File: src/hw/ifl_pkg.sv
// Constants for the interrupt flag logic: register map, field positions, reset values.
// Assumes an AXI4-Lite master with 32-bit data; all registers are word aligned.
package ifl_pkg;

  // ----------------------------------------------------------------
  // Register byte offsets
  // ----------------------------------------------------------------
  localparam logic [7:0] ADDR_IRQ_CONTROL = 8'h00;
  localparam logic [7:0] ADDR_PERIPH_FLAG = 8'h04;
  localparam logic [7:0] ADDR_PERIPH_ENABLE = 8'h08;
  localparam logic [7:0] ADDR_COMPARATOR_CONTROL = 8'h0C;
  localparam logic [7:0] ADDR_OPTION = 8'h10;
  localparam logic [7:0] ADDR_CORE_STATUS = 8'h14;

  // ----------------------------------------------------------------
  // Field positions
  // ----------------------------------------------------------------
  localparam int BIT_GLOBAL_EN = 7;
  localparam int BIT_PERIPH_EN = 6;
  localparam int BIT_TIMER_EN = 5;
  localparam int BIT_EXT_EN = 4;
  localparam int BIT_PORT_EN = 3;
  localparam int BIT_TIMER_FLAG = 2;
  localparam int BIT_EXT_FLAG = 1;
  localparam int BIT_PORT_FLAG = 0;
  localparam int BIT_CMP_FLAG = 6;
  localparam int BIT_CMP_EN = 6;
  localparam int BIT_CMP_ONE_OUT = 6;
  localparam int BIT_CMP_TWO_OUT = 7;
  localparam int BIT_EDGE_SEL = 6;
  localparam int BIT_STAT_SLEEP = 0;
  localparam int BIT_STAT_IRQ = 1;
  localparam int BIT_STAT_VECTOR = 2;

  // ----------------------------------------------------------------
  // Reset values and codes
  // ----------------------------------------------------------------
  localparam logic [7:0] RST_IRQ_CONTROL = 8'h00;
  localparam logic [7:0] RST_PERIPH_FLAG = 8'h00;
  localparam logic [7:0] RST_PERIPH_ENABLE = 8'h00;
  localparam logic [2:0] RST_CMP_MODE = 3'h0;
  localparam logic [2:0] CMP_MODE_OFF = 3'h7;
  localparam logic [7:0] RST_OPTION = 8'hFF;
  localparam logic [7:0] TIMER_MAX = 8'hFF;
  localparam logic [1:0] RESP_OKAY = 2'h0;
  localparam logic [1:0] RESP_SLVERR = 2'h2;

endpackage

File: src/hw/ifl_edge_detect.sv
// One sampled input with previous-value latch and change/edge pulses.
// Assumes the input is synchronous to i_clk.
`timescale 1ns/1ns
module ifl_edge_detect (
  // Clock and reset
  input wire logic i_clk,
  input wire logic i_nrst,
  // Sample
  input wire logic i_level,
  input wire logic i_reload,
  // Results
  output logic o_prev,
  output logic o_change,
  output logic o_rise,
  output logic o_fall
);

  always_ff @(posedge i_clk or negedge i_nrst) begin
    if (!i_nrst) begin
      o_prev <= 1'b0;
    end else begin
      o_prev <= i_reload ? i_level : o_prev;
    end
  end

  assign o_change = i_level != o_prev;
  assign o_rise = i_level & ~o_prev;
  assign o_fall = ~i_level & o_prev;

endmodule

File: src/hw/ifl_top.sv
// Interrupt flag and enable logic: comparator change, external edge,
// timer overflow and port change sources, with sleep wake-up.
// Assumes synchronous inputs and an AXI4-Lite master on the register bus.
//
// The register offsets and register access over AXI4-Lite are this design's own decisions.
`timescale 1ns/1ns
module ifl_top (
  // Clock and reset
  input wire logic i_clk,
  input wire logic i_nrst,
  // AXI4-Lite write address and data
  input wire logic i_awvalid,
  output logic o_awready,
  input wire logic [7:0] i_awaddr,
  input wire logic i_wvalid,
  output logic o_wready,
  input wire logic [31:0] i_wdata,
  input wire logic [3:0] i_wstrb,
  // AXI4-Lite write response
  output logic o_bvalid,
  input wire logic i_bready,
  output logic [1:0] o_bresp,
  // AXI4-Lite read
  input wire logic i_arvalid,
  output logic o_arready,
  input wire logic [7:0] i_araddr,
  output logic o_rvalid,
  input wire logic i_rready,
  output logic [31:0] o_rdata,
  output logic [1:0] o_rresp,
  // Event sources
  input wire logic i_cmp_one_raw,
  input wire logic i_cmp_two_raw,
  input wire logic i_ext_irq_pin,
  input wire logic [7:0] i_timer_zero_count,
  input wire logic [3:0] i_io_port_upper,
  // Core side
  input wire logic i_sleep_enter,
  output logic o_irq,
  output logic o_wake,
  output logic o_vector,
  output logic o_sleeping,
  output logic o_cmp_power
);

  // ----------------------------------------------------------------
  // Registers
  // ----------------------------------------------------------------
  logic [7:0] irq_control_reg;
  logic [7:0] periph_enable_reg;
  logic [2:0] comparator_mode_field;
  logic [7:0] option_reg;
  logic cmp_change_flag;
  logic [7:0] timer_prev;
  logic sleeping;

  // Bus state
  logic aw_held;
  logic [7:0] aw_addr;
  logic w_held;
  logic [31:0] w_data;
  logic [3:0] w_strb;
  logic wr_go;
  logic rd_go;

  assign wr_go = aw_held & w_held & ~o_bvalid;
  assign rd_go = i_arvalid & o_arready;

  // ----------------------------------------------------------------
  // Source detectors
  // ----------------------------------------------------------------
  logic cmp_on;
  logic cmp_one_output;
  logic cmp_two_output;
  logic cmp_access;
  logic cmp_one_chg;
  logic cmp_two_chg;
  logic ext_rise;
  logic ext_fall;
  logic [3:0] port_chg;
  logic cmp_one_latched;
  logic cmp_two_latched;

  // Comparators off in mode 111 only; on through reset (mode forced to 000 there)
  assign cmp_on = comparator_mode_field != ifl_pkg::CMP_MODE_OFF;
  assign cmp_one_output = cmp_on & i_cmp_one_raw;
  assign cmp_two_output = cmp_on & i_cmp_two_raw;
  assign cmp_access = (wr_go && aw_addr == ifl_pkg::ADDR_COMPARATOR_CONTROL) ||
                      (rd_go && i_araddr == ifl_pkg::ADDR_COMPARATOR_CONTROL);

  // Latched outputs only follow the comparators on an access, so a mismatch
  // persists until software touches comparator control
  ifl_edge_detect u_cmp_one (
    .i_clk(i_clk),
    .i_nrst(i_nrst),
    .i_level(cmp_one_output),
    .i_reload(cmp_access),
    .o_prev(cmp_one_latched),
    .o_change(cmp_one_chg),
    .o_rise(),
    .o_fall()
  );

  ifl_edge_detect u_cmp_two (
    .i_clk(i_clk),
    .i_nrst(i_nrst),
    .i_level(cmp_two_output),
    .i_reload(cmp_access),
    .o_prev(cmp_two_latched),
    .o_change(cmp_two_chg),
    .o_rise(),
    .o_fall()
  );

  ifl_edge_detect u_ext (
    .i_clk(i_clk),
    .i_nrst(i_nrst),
    .i_level(i_ext_irq_pin),
    .i_reload(1'b1),
    .o_prev(),
    .o_change(),
    .o_rise(ext_rise),
    .o_fall(ext_fall)
  );

  genvar gi;
  generate
    for (gi = 0; gi < 4; gi++) begin : g_port
      ifl_edge_detect u_port (
        .i_clk(i_clk),
        .i_nrst(i_nrst),
        .i_level(i_io_port_upper[gi]),
        .i_reload(1'b1),
        .o_prev(),
        .o_change(port_chg[gi]),
        .o_rise(),
        .o_fall()
      );
    end
  endgenerate

  logic cmp_event;
  logic ext_event;
  logic timer_event;
  logic port_event;

  // Never masked by enables; the read race is tolerated by never dropping events
  assign cmp_event = cmp_one_chg | cmp_two_chg;
  assign ext_event = option_reg[ifl_pkg::BIT_EDGE_SEL] ? ext_rise : ext_fall;
  assign timer_event = (timer_prev == ifl_pkg::TIMER_MAX) &&
                       (i_timer_zero_count == 8'h00);
  assign port_event = |port_chg;

  always_ff @(posedge i_clk or negedge i_nrst) begin
    if (!i_nrst) begin
      timer_prev <= 8'h00;
    end else begin
      timer_prev <= i_timer_zero_count;
    end
  end

  // ----------------------------------------------------------------
  // Write decode
  // ----------------------------------------------------------------
  logic wr_ctl;
  logic wr_pfl;
  logic wr_pen;
  logic wr_cmc;
  logic wr_opt;

  assign wr_ctl = wr_go && w_strb[0] && aw_addr == ifl_pkg::ADDR_IRQ_CONTROL;
  assign wr_pfl = wr_go && w_strb[0] && aw_addr == ifl_pkg::ADDR_PERIPH_FLAG;
  assign wr_pen = wr_go && w_strb[0] && aw_addr == ifl_pkg::ADDR_PERIPH_ENABLE;
  assign wr_cmc = wr_go && w_strb[0] && aw_addr == ifl_pkg::ADDR_COMPARATOR_CONTROL;
  assign wr_opt = wr_go && w_strb[0] && aw_addr == ifl_pkg::ADDR_OPTION;

  // ----------------------------------------------------------------
  // Flags and enables
  // ----------------------------------------------------------------
  logic [7:0] next_ctl;

  always_comb begin
    next_ctl = wr_ctl ? w_data[7:0] : irq_control_reg;
    // Hardware sets applied after the write so a same-cycle clear loses
    if (timer_event) begin
      next_ctl[ifl_pkg::BIT_TIMER_FLAG] = 1'b1;
    end
    if (ext_event) begin
      next_ctl[ifl_pkg::BIT_EXT_FLAG] = 1'b1;
    end
    if (port_event) begin
      next_ctl[ifl_pkg::BIT_PORT_FLAG] = 1'b1;
    end
  end

  always_ff @(posedge i_clk or negedge i_nrst) begin
    if (!i_nrst) begin
      irq_control_reg <= ifl_pkg::RST_IRQ_CONTROL;
    end else begin
      irq_control_reg <= next_ctl;
    end
  end

  always_ff @(posedge i_clk or negedge i_nrst) begin
    if (!i_nrst) begin
      cmp_change_flag <= 1'b0;
    end else if (cmp_event) begin
      cmp_change_flag <= 1'b1;
    end else if (wr_pfl) begin
      cmp_change_flag <= w_data[ifl_pkg::BIT_CMP_FLAG];
    end
  end

  always_ff @(posedge i_clk or negedge i_nrst) begin
    if (!i_nrst) begin
      periph_enable_reg <= ifl_pkg::RST_PERIPH_ENABLE;
    end else if (wr_pen) begin
      periph_enable_reg <= w_data[7:0];
    end
  end

  // Sleep does not touch this register
  always_ff @(posedge i_clk or negedge i_nrst) begin
    if (!i_nrst) begin
      comparator_mode_field <= ifl_pkg::RST_CMP_MODE;
    end else if (wr_cmc) begin
      comparator_mode_field <= w_data[2:0];
    end
  end

  always_ff @(posedge i_clk or negedge i_nrst) begin
    if (!i_nrst) begin
      option_reg <= ifl_pkg::RST_OPTION;
    end else if (wr_opt) begin
      option_reg <= w_data[7:0];
    end
  end

  // ----------------------------------------------------------------
  // Request, wake and vector
  // ----------------------------------------------------------------
  logic core_pending;
  logic cmp_pending;
  logic any_pending;
  logic next_irq;

  assign core_pending =
    (irq_control_reg[ifl_pkg::BIT_TIMER_EN] & irq_control_reg[ifl_pkg::BIT_TIMER_FLAG]) |
    (irq_control_reg[ifl_pkg::BIT_EXT_EN] & irq_control_reg[ifl_pkg::BIT_EXT_FLAG]) |
    (irq_control_reg[ifl_pkg::BIT_PORT_EN] & irq_control_reg[ifl_pkg::BIT_PORT_FLAG]);
  assign cmp_pending = irq_control_reg[ifl_pkg::BIT_PERIPH_EN] &
                       periph_enable_reg[ifl_pkg::BIT_CMP_EN] & cmp_change_flag;
  assign any_pending = core_pending | cmp_pending;
  assign next_irq = irq_control_reg[ifl_pkg::BIT_GLOBAL_EN] & any_pending;

  always_ff @(posedge i_clk or negedge i_nrst) begin
    if (!i_nrst) begin
      o_irq <= 1'b0;
    end else begin
      o_irq <= next_irq;
    end
  end

  // Wake ignores the global enable; comparators keep running while asleep
  always_ff @(posedge i_clk or negedge i_nrst) begin
    if (!i_nrst) begin
      sleeping <= 1'b0;
      o_wake <= 1'b0;
      o_vector <= 1'b0;
    end else begin
      o_wake <= 1'b0;
      o_vector <= 1'b0;
      if (sleeping && any_pending) begin
        sleeping <= 1'b0;
        o_wake <= 1'b1;
        o_vector <= irq_control_reg[ifl_pkg::BIT_GLOBAL_EN];
      end else if (i_sleep_enter) begin
        sleeping <= 1'b1;
      end
    end
  end

  always_ff @(posedge i_clk or negedge i_nrst) begin
    if (!i_nrst) begin
      o_sleeping <= 1'b0;
      o_cmp_power <= 1'b0;
    end else begin
      o_sleeping <= sleeping | (i_sleep_enter & ~(sleeping & any_pending));
      o_cmp_power <= cmp_on;
    end
  end

  // ----------------------------------------------------------------
  // AXI4-Lite write channel
  // ----------------------------------------------------------------
  always_ff @(posedge i_clk or negedge i_nrst) begin
    if (!i_nrst) begin
      aw_held <= 1'b0;
      aw_addr <= 8'h00;
      w_held <= 1'b0;
      w_data <= 32'h0000_0000;
      w_strb <= 4'h0;
      o_awready <= 1'b1;
      o_wready <= 1'b1;
      o_bvalid <= 1'b0;
      o_bresp <= ifl_pkg::RESP_OKAY;
    end else begin
      if (i_awvalid && o_awready) begin
        aw_held <= 1'b1;
        aw_addr <= i_awaddr;
        o_awready <= 1'b0;
      end
      if (i_wvalid && o_wready) begin
        w_held <= 1'b1;
        w_data <= i_wdata;
        w_strb <= i_wstrb;
        o_wready <= 1'b0;
      end
      if (wr_go) begin
        aw_held <= 1'b0;
        w_held <= 1'b0;
        o_bvalid <= 1'b1;
        o_bresp <= (aw_addr <= ifl_pkg::ADDR_CORE_STATUS && aw_addr[1:0] == 2'h0) ?
                   ifl_pkg::RESP_OKAY : ifl_pkg::RESP_SLVERR;
      end
      if (o_bvalid && i_bready) begin
        o_bvalid <= 1'b0;
        o_awready <= 1'b1;
        o_wready <= 1'b1;
      end
    end
  end

  // ----------------------------------------------------------------
  // AXI4-Lite read channel
  // ----------------------------------------------------------------
  logic [31:0] rd_word;
  logic rd_ok;

  always_comb begin
    rd_word = 32'h0000_0000;
    rd_ok = 1'b1;
    unique case (i_araddr)
      ifl_pkg::ADDR_IRQ_CONTROL: rd_word[7:0] = irq_control_reg;
      ifl_pkg::ADDR_PERIPH_FLAG: rd_word[ifl_pkg::BIT_CMP_FLAG] = cmp_change_flag;
      ifl_pkg::ADDR_PERIPH_ENABLE: rd_word[7:0] = periph_enable_reg;
      ifl_pkg::ADDR_COMPARATOR_CONTROL: begin
        rd_word[ifl_pkg::BIT_CMP_TWO_OUT] = cmp_two_output;
        rd_word[ifl_pkg::BIT_CMP_ONE_OUT] = cmp_one_output;
        rd_word[2:0] = comparator_mode_field;
      end
      ifl_pkg::ADDR_OPTION: rd_word[7:0] = option_reg;
      ifl_pkg::ADDR_CORE_STATUS: begin
        rd_word[ifl_pkg::BIT_STAT_SLEEP] = sleeping;
        rd_word[ifl_pkg::BIT_STAT_IRQ] = next_irq;
        rd_word[ifl_pkg::BIT_STAT_VECTOR] = cmp_one_latched ^ cmp_two_latched;
      end
      default: rd_ok = 1'b0;
    endcase
  end

  always_ff @(posedge i_clk or negedge i_nrst) begin
    if (!i_nrst) begin
      o_arready <= 1'b1;
      o_rvalid <= 1'b0;
      o_rdata <= 32'h0000_0000;
      o_rresp <= ifl_pkg::RESP_OKAY;
    end else begin
      if (rd_go) begin
        o_arready <= 1'b0;
        o_rvalid <= 1'b1;
        o_rdata <= rd_word;
        o_rresp <= rd_ok ? ifl_pkg::RESP_OKAY : ifl_pkg::RESP_SLVERR;
      end else if (o_rvalid && i_rready) begin
        o_rvalid <= 1'b0;
        o_arready <= 1'b1;
      end
    end
  end

endmodule

File: config.mk
export PLATFORM = sky130hd
export DESIGN_NAME = ifl_top
export DESIGN_NICKNAME = d
export VERILOG_FILES = /design/src/hw/ifl_pkg.sv /design/src/hw/ifl_edge_detect.sv /design/src/hw/ifl_top.sv
export SDC_FILE = /design/constraint.sdc
export NUM_CORES = 1
export LEC_CHECK = 0
export BUFFER_PORTS_ARGS = -buffer_cell sky130_fd_sc_hd__buf_2
export CORE_ASPECT_RATIO = 0.9
export CORE_UTILIZATION = 45
export CTS_CLUSTER_DIAMETER = 200
export DETAILED_ROUTE_END_ITERATION = 16
export PLACE_DENSITY = 0.71
export SETUP_SLACK_MARGIN = 0.4
export SLEW_MARGIN = 40
export SYNTH_ARGS = -nofsm -noshare
export SYNTH_HDL_FRONTEND = slang
export SYNTH_HIERARCHICAL = 1
export SYNTH_SLANG_ARGS = --single-unit
File: constraint.sdc
create_clock -name i_clk -period 5.5 [get_ports i_clk]
set_input_delay 0.55 -clock i_clk [delete_from_list [all_inputs] [get_ports i_clk]]
set_output_delay 0.55 -clock i_clk [all_outputs]
set_load 0.05 [all_outputs]
Word-level counts from Yosys, hierarchy flattened
Index checks and enable logic that the tools add are counted.

Flip-flop bits (word level): 85. Input port bits: 75. Output and inout port bits: 46.

Equal/unequal tests: 17. Reduce and logical (&&, ||, !) cells: 33. Bitwise logic cells: 25. $lt $le $gt $ge: 1. Multiplexer cells: 32.

Operator list (count): equality test 8 x 4 -> 1 bit (second input constant) (4); two-way mux 1 bit (25); equality test 8 x 5 -> 1 bit (second input constant) (3); zero test 8 bit (3); nonzero test 2 bit (11); equality test 8 x 3 -> 1 bit (second input constant) (2); bitwise AND 1 bit (15); logical AND 1 bit (15); case mux 3 bit (5 select lines) (1); case mux 3 bit (3 select lines) (1); equality test 8 bit (second input constant) (1); less-or-equal comparator 8 x 5 -> 1 bit (second input constant) (1); inequality test 1 bit (6); OR reduction 6 bit (1); bitwise OR 1 bit (5); case mux 1 bit (5 select lines) (1); two-way mux 2 bit (2); NOT 1 bit (4); case mux 1 bit (4 select lines) (1); OR reduction 4 bit (1); two-way mux 3 bit (1); inequality test 3 bit (second input constant) (1); zero test 2 bit (1); logical OR 1 bit (1); bitwise XOR 1 bit (1).

Logic depth before layout (Yosys ltp)
Depth after elaboration: 8. Mapped depth: 7. Gate-level depth less buffers: 7.

Cells and area by module
The synthesis kept the hierarchy.

Modules (own cells, without submodules): ifl_top (seq. area each 1915.6 um^2, area an instance 3479.6 um^2, cells an instance 285, instances 1); ifl_edge_detect (seq. area each 25.0 um^2, area an instance 76.3 um^2, cells an instance 7, instances 7).

Worst setup path before layout
No wires, ideal clock.

Path type: reg-to-reg. From: register o_bvalid. To: register periph_enable_reg[0]. Cell stages (with the launch flop): 6. Slack: 3.331 ns. Data required time: 5.375 ns. Clock period less this slack: 2.169 ns. Arrival: 2.045 ns. Path through: dfrtp_1 nand3b_1 nor4_4 and4b_1 buf_6 mux2_2.

Cells in the longest elaborated chain, start to end: 4.

RTL lines: start: declaration (line ifl_top.sv:20) `output logic o_bvalid,`; start signal: assignment (line ifl_top.sv:305) `o_bvalid <= 1'b0;`; start signal: assignment (line ifl_top.sv:322) `o_bvalid <= 1'b1;`; start signal: assignment (line ifl_top.sv:327) `o_bvalid <= 1'b0;`; NOT 1 bit (line ifl_top.sv:66) `assign wr_go = aw_held & w_held & ~o_bvalid;`; bitwise AND 1 bit (line ifl_top.sv:66); logical AND 1 bit (2 in series) (line ifl_top.sv:173) `assign wr_pen = wr_go && w_strb[0] && aw_addr == ifl_pkg::ADDR_PERIPH_ENABLE;`; end signal: assignment (line ifl_top.sv:216) `periph_enable_reg <= ifl_pkg::RST_PERIPH_ENABLE;`; end signal: assignment (line ifl_top.sv:218) `periph_enable_reg <= w_data[7:0];`; end: declaration (line ifl_top.sv:50) `logic [7:0] periph_enable_reg;`.

Every way passes these cells. A chain may end at the register's enable or synchronous reset.

Worst setup path in the final report
From: register aw_addr[0]. To: register periph_enable_reg[2].

Cells in the longest elaborated chain, start to end: 2.

RTL lines: start: declaration (line ifl_top.sv:59) `logic [7:0] aw_addr;`; start signal: assignment (line ifl_top.sv:310) `aw_addr <= i_awaddr;`; equality test 8 x 4 -> 1 bit (line ifl_top.sv:173); logical AND 1 bit (line ifl_top.sv:173).

Every way passes these cells.

==> impl_metrics.yaml <==
layout:
  layout_fillers: 731
  final_common_cell: "sky130_fd_sc_hd__dfrtp_1"
  final_layout_size_suffix_gt1_share_pct: 38.8
  layout.core_utilization_pct: 54.8
  antenna-diode-count: 0
  area_growth_pct: 15.1
  post_layout_nonfiller_instances: 515
  design.final.nets: 478
  post_layout_inst_area_um2: 4500
  final_cell_mix: "72 x sky130_fd_sc_hd__dfrtp_1, 66 x sky130_fd_sc_hd__buf_2, 44 x sky130_fd_sc_hd__mux2_2"
clock_network:
  postCtsResizedCells: 0
  cts_made_buffers: 9
  clock_tree_from_tritoncts: "done"
  clock_latency_ns: 0.35
  cts_setup_buffers: 0
  clock_sinks: 83
  cts.clk_slew.worst_paths_ns: 0.09
  cts.root.buffer_cell: "sky130_fd_sc_hd__clkbuf_8"
  cts_max_path_buffers: 2
  cts_hold_buffers: 0
  h-tree-depth: 3
pwr:
  p_leak_nw: 2.15
  powerDensity_nw_per_um2: 375
  max-vdd-ir-drop_v: 0.000247
  power.total_mw: 1.69
placed_design:
  dp.final_hpwl_um: 5300
  place_congestion: 0.869
  io_buffer_count: 67
  number_of_placed_cells_counting_well_taps: 499
  post_dp_cell_area_um2: 4280
  pre_cts_ws_ns: 3.12
timing:
  finalWorstPathRequiredPeriod_ns: 2.38
  timing.final.ws_setup_ns: 3.12
  drv_slew: 0
  timing.final.hold_violations: 0
  setup_repair_after_global_routing_missed_its_margin: "false"
  fmaxAchievable_mhz: 421
  timing.clock.skew_ns: 0.00872
  tightest_slew_ns: 0.745
  final_min_period_over_clock_period_pct: 43.2
  final.setup.tns_ns: 0
  setup_viol: 0
  whs_ns: 0.234
  max-slew-margin-rel_pct: 50.3
floorplanning:
  design.core.area_um2: 8220
  row_count: 31
  floorplan.io_pins: 121
  die_width_um: 100
  die_h_um: 90.5
  initial_core_util_pct: 47.6
  design.die.area_um2: 9070
global_routing:
  overflow: 0
  global_route_wire_length_before_repair_um: 12100
  first_global_vias: 2520
  groute.usage.overall_pct: 17.3
  antenna_violations_before_repair: 0
  maximum_number_of_pins_on_one_net_before_global_route_repair: 84
worst_setup_path:
  cp-startpoint: "aw_addr[0]"
  worst_path_largest_cell_delay_ns: 0.59
  timing.rr.start: "aw_addr[0]"
  data_required_time_at_the_worst_endpoint_ns: 5.73
  worstPathBufferInverterCount: 0
  cp_top_delay_family: "simple AND/OR/NAND/NOR gates"
  path_max_fanout: 8
  critPathKind: "register to register"
  worst_ep_arrival_time_ns: 2.61
  crit_chain: "or4_4 > nor4_4 > and4b_1 > mux2_2"
  worst_setup_path_end_kind: "register"
  crit_path_top_delay_cell: "sky130_fd_sc_hd__or4_4"
  crit_path_start_kind: "register"
drt:
  drt_wl_total_um: 7270
  detail_route.drc_violations: 0
  drt-initial-drc-count: 109
  avgViaCountPerCell: 5.04
  detailroute.via_count: 2597
  final_antenna_net_count: 0
  dr.pass1.iters: 4
  avgRoutedWirePerCell_um: 14.1
synth:
  synthesized_area_per_cell_um2: 12.2
  synthesis.yosys.warnings: 6
  synth.cell_area_um2: 3910
  synthesis.instances: 321
run_status:
  run_status: "finished clean"
flow_run:
  max-cap-violations: 0
worst_hold_path:
  min_path_type: "input port to asynchronous set/reset pin"
report_power, final:
part	switching (mW)	leakage (nW)	internal [mW]
clock network	0.218	0.108	0.268
logic	0.235	1.04	0.138
registers	0.102	1.01	0.729
total	0.554	2.15	1.14
worst register-to-register path: cells and delay by family (launching register included):
kind	cells	cell delay [ns]
DFF	1	0.39
and+or+nand+nor	3	1.49
muxes	1	0.39
cell type report:
type,instances,area [µm²],share of cell area (%)
repair buffers,67,342,7.58
well taps,115,144,3.19
inverters,20,75.1,1.67
flip-flops and latches,83,2090,46.4
clock buffers,10,138,3.06
multi-input cells,214,1630,36.1
clock inverters,6,88.8,1.97
path summary, 6_finish.rpt:
check,to,cells past startpoint,slack [ns]
setup / recovery,periph_enable_reg[2],4,3.12
hold / removal,o_rdata[3],1,0.23
setup reg to reg,periph_enable_reg[2],4,3.12
hold reg to reg,o_rdata[5],2,0.48
max in group asynchronous,aw_addr[3],1,4.75
min in group i_clk,timer_prev[7],1,0.31
metal layers:
metal,routed length [µm],vias up,track usage (%)
li1,-,1229,-
met3,454,9,5.88
met4,73,0,4.35
met1,3580,1263,24.3
met5,0,-,0
met2,3160,96,25.5
Note: power is estimated with default switching activity, not from simulation.
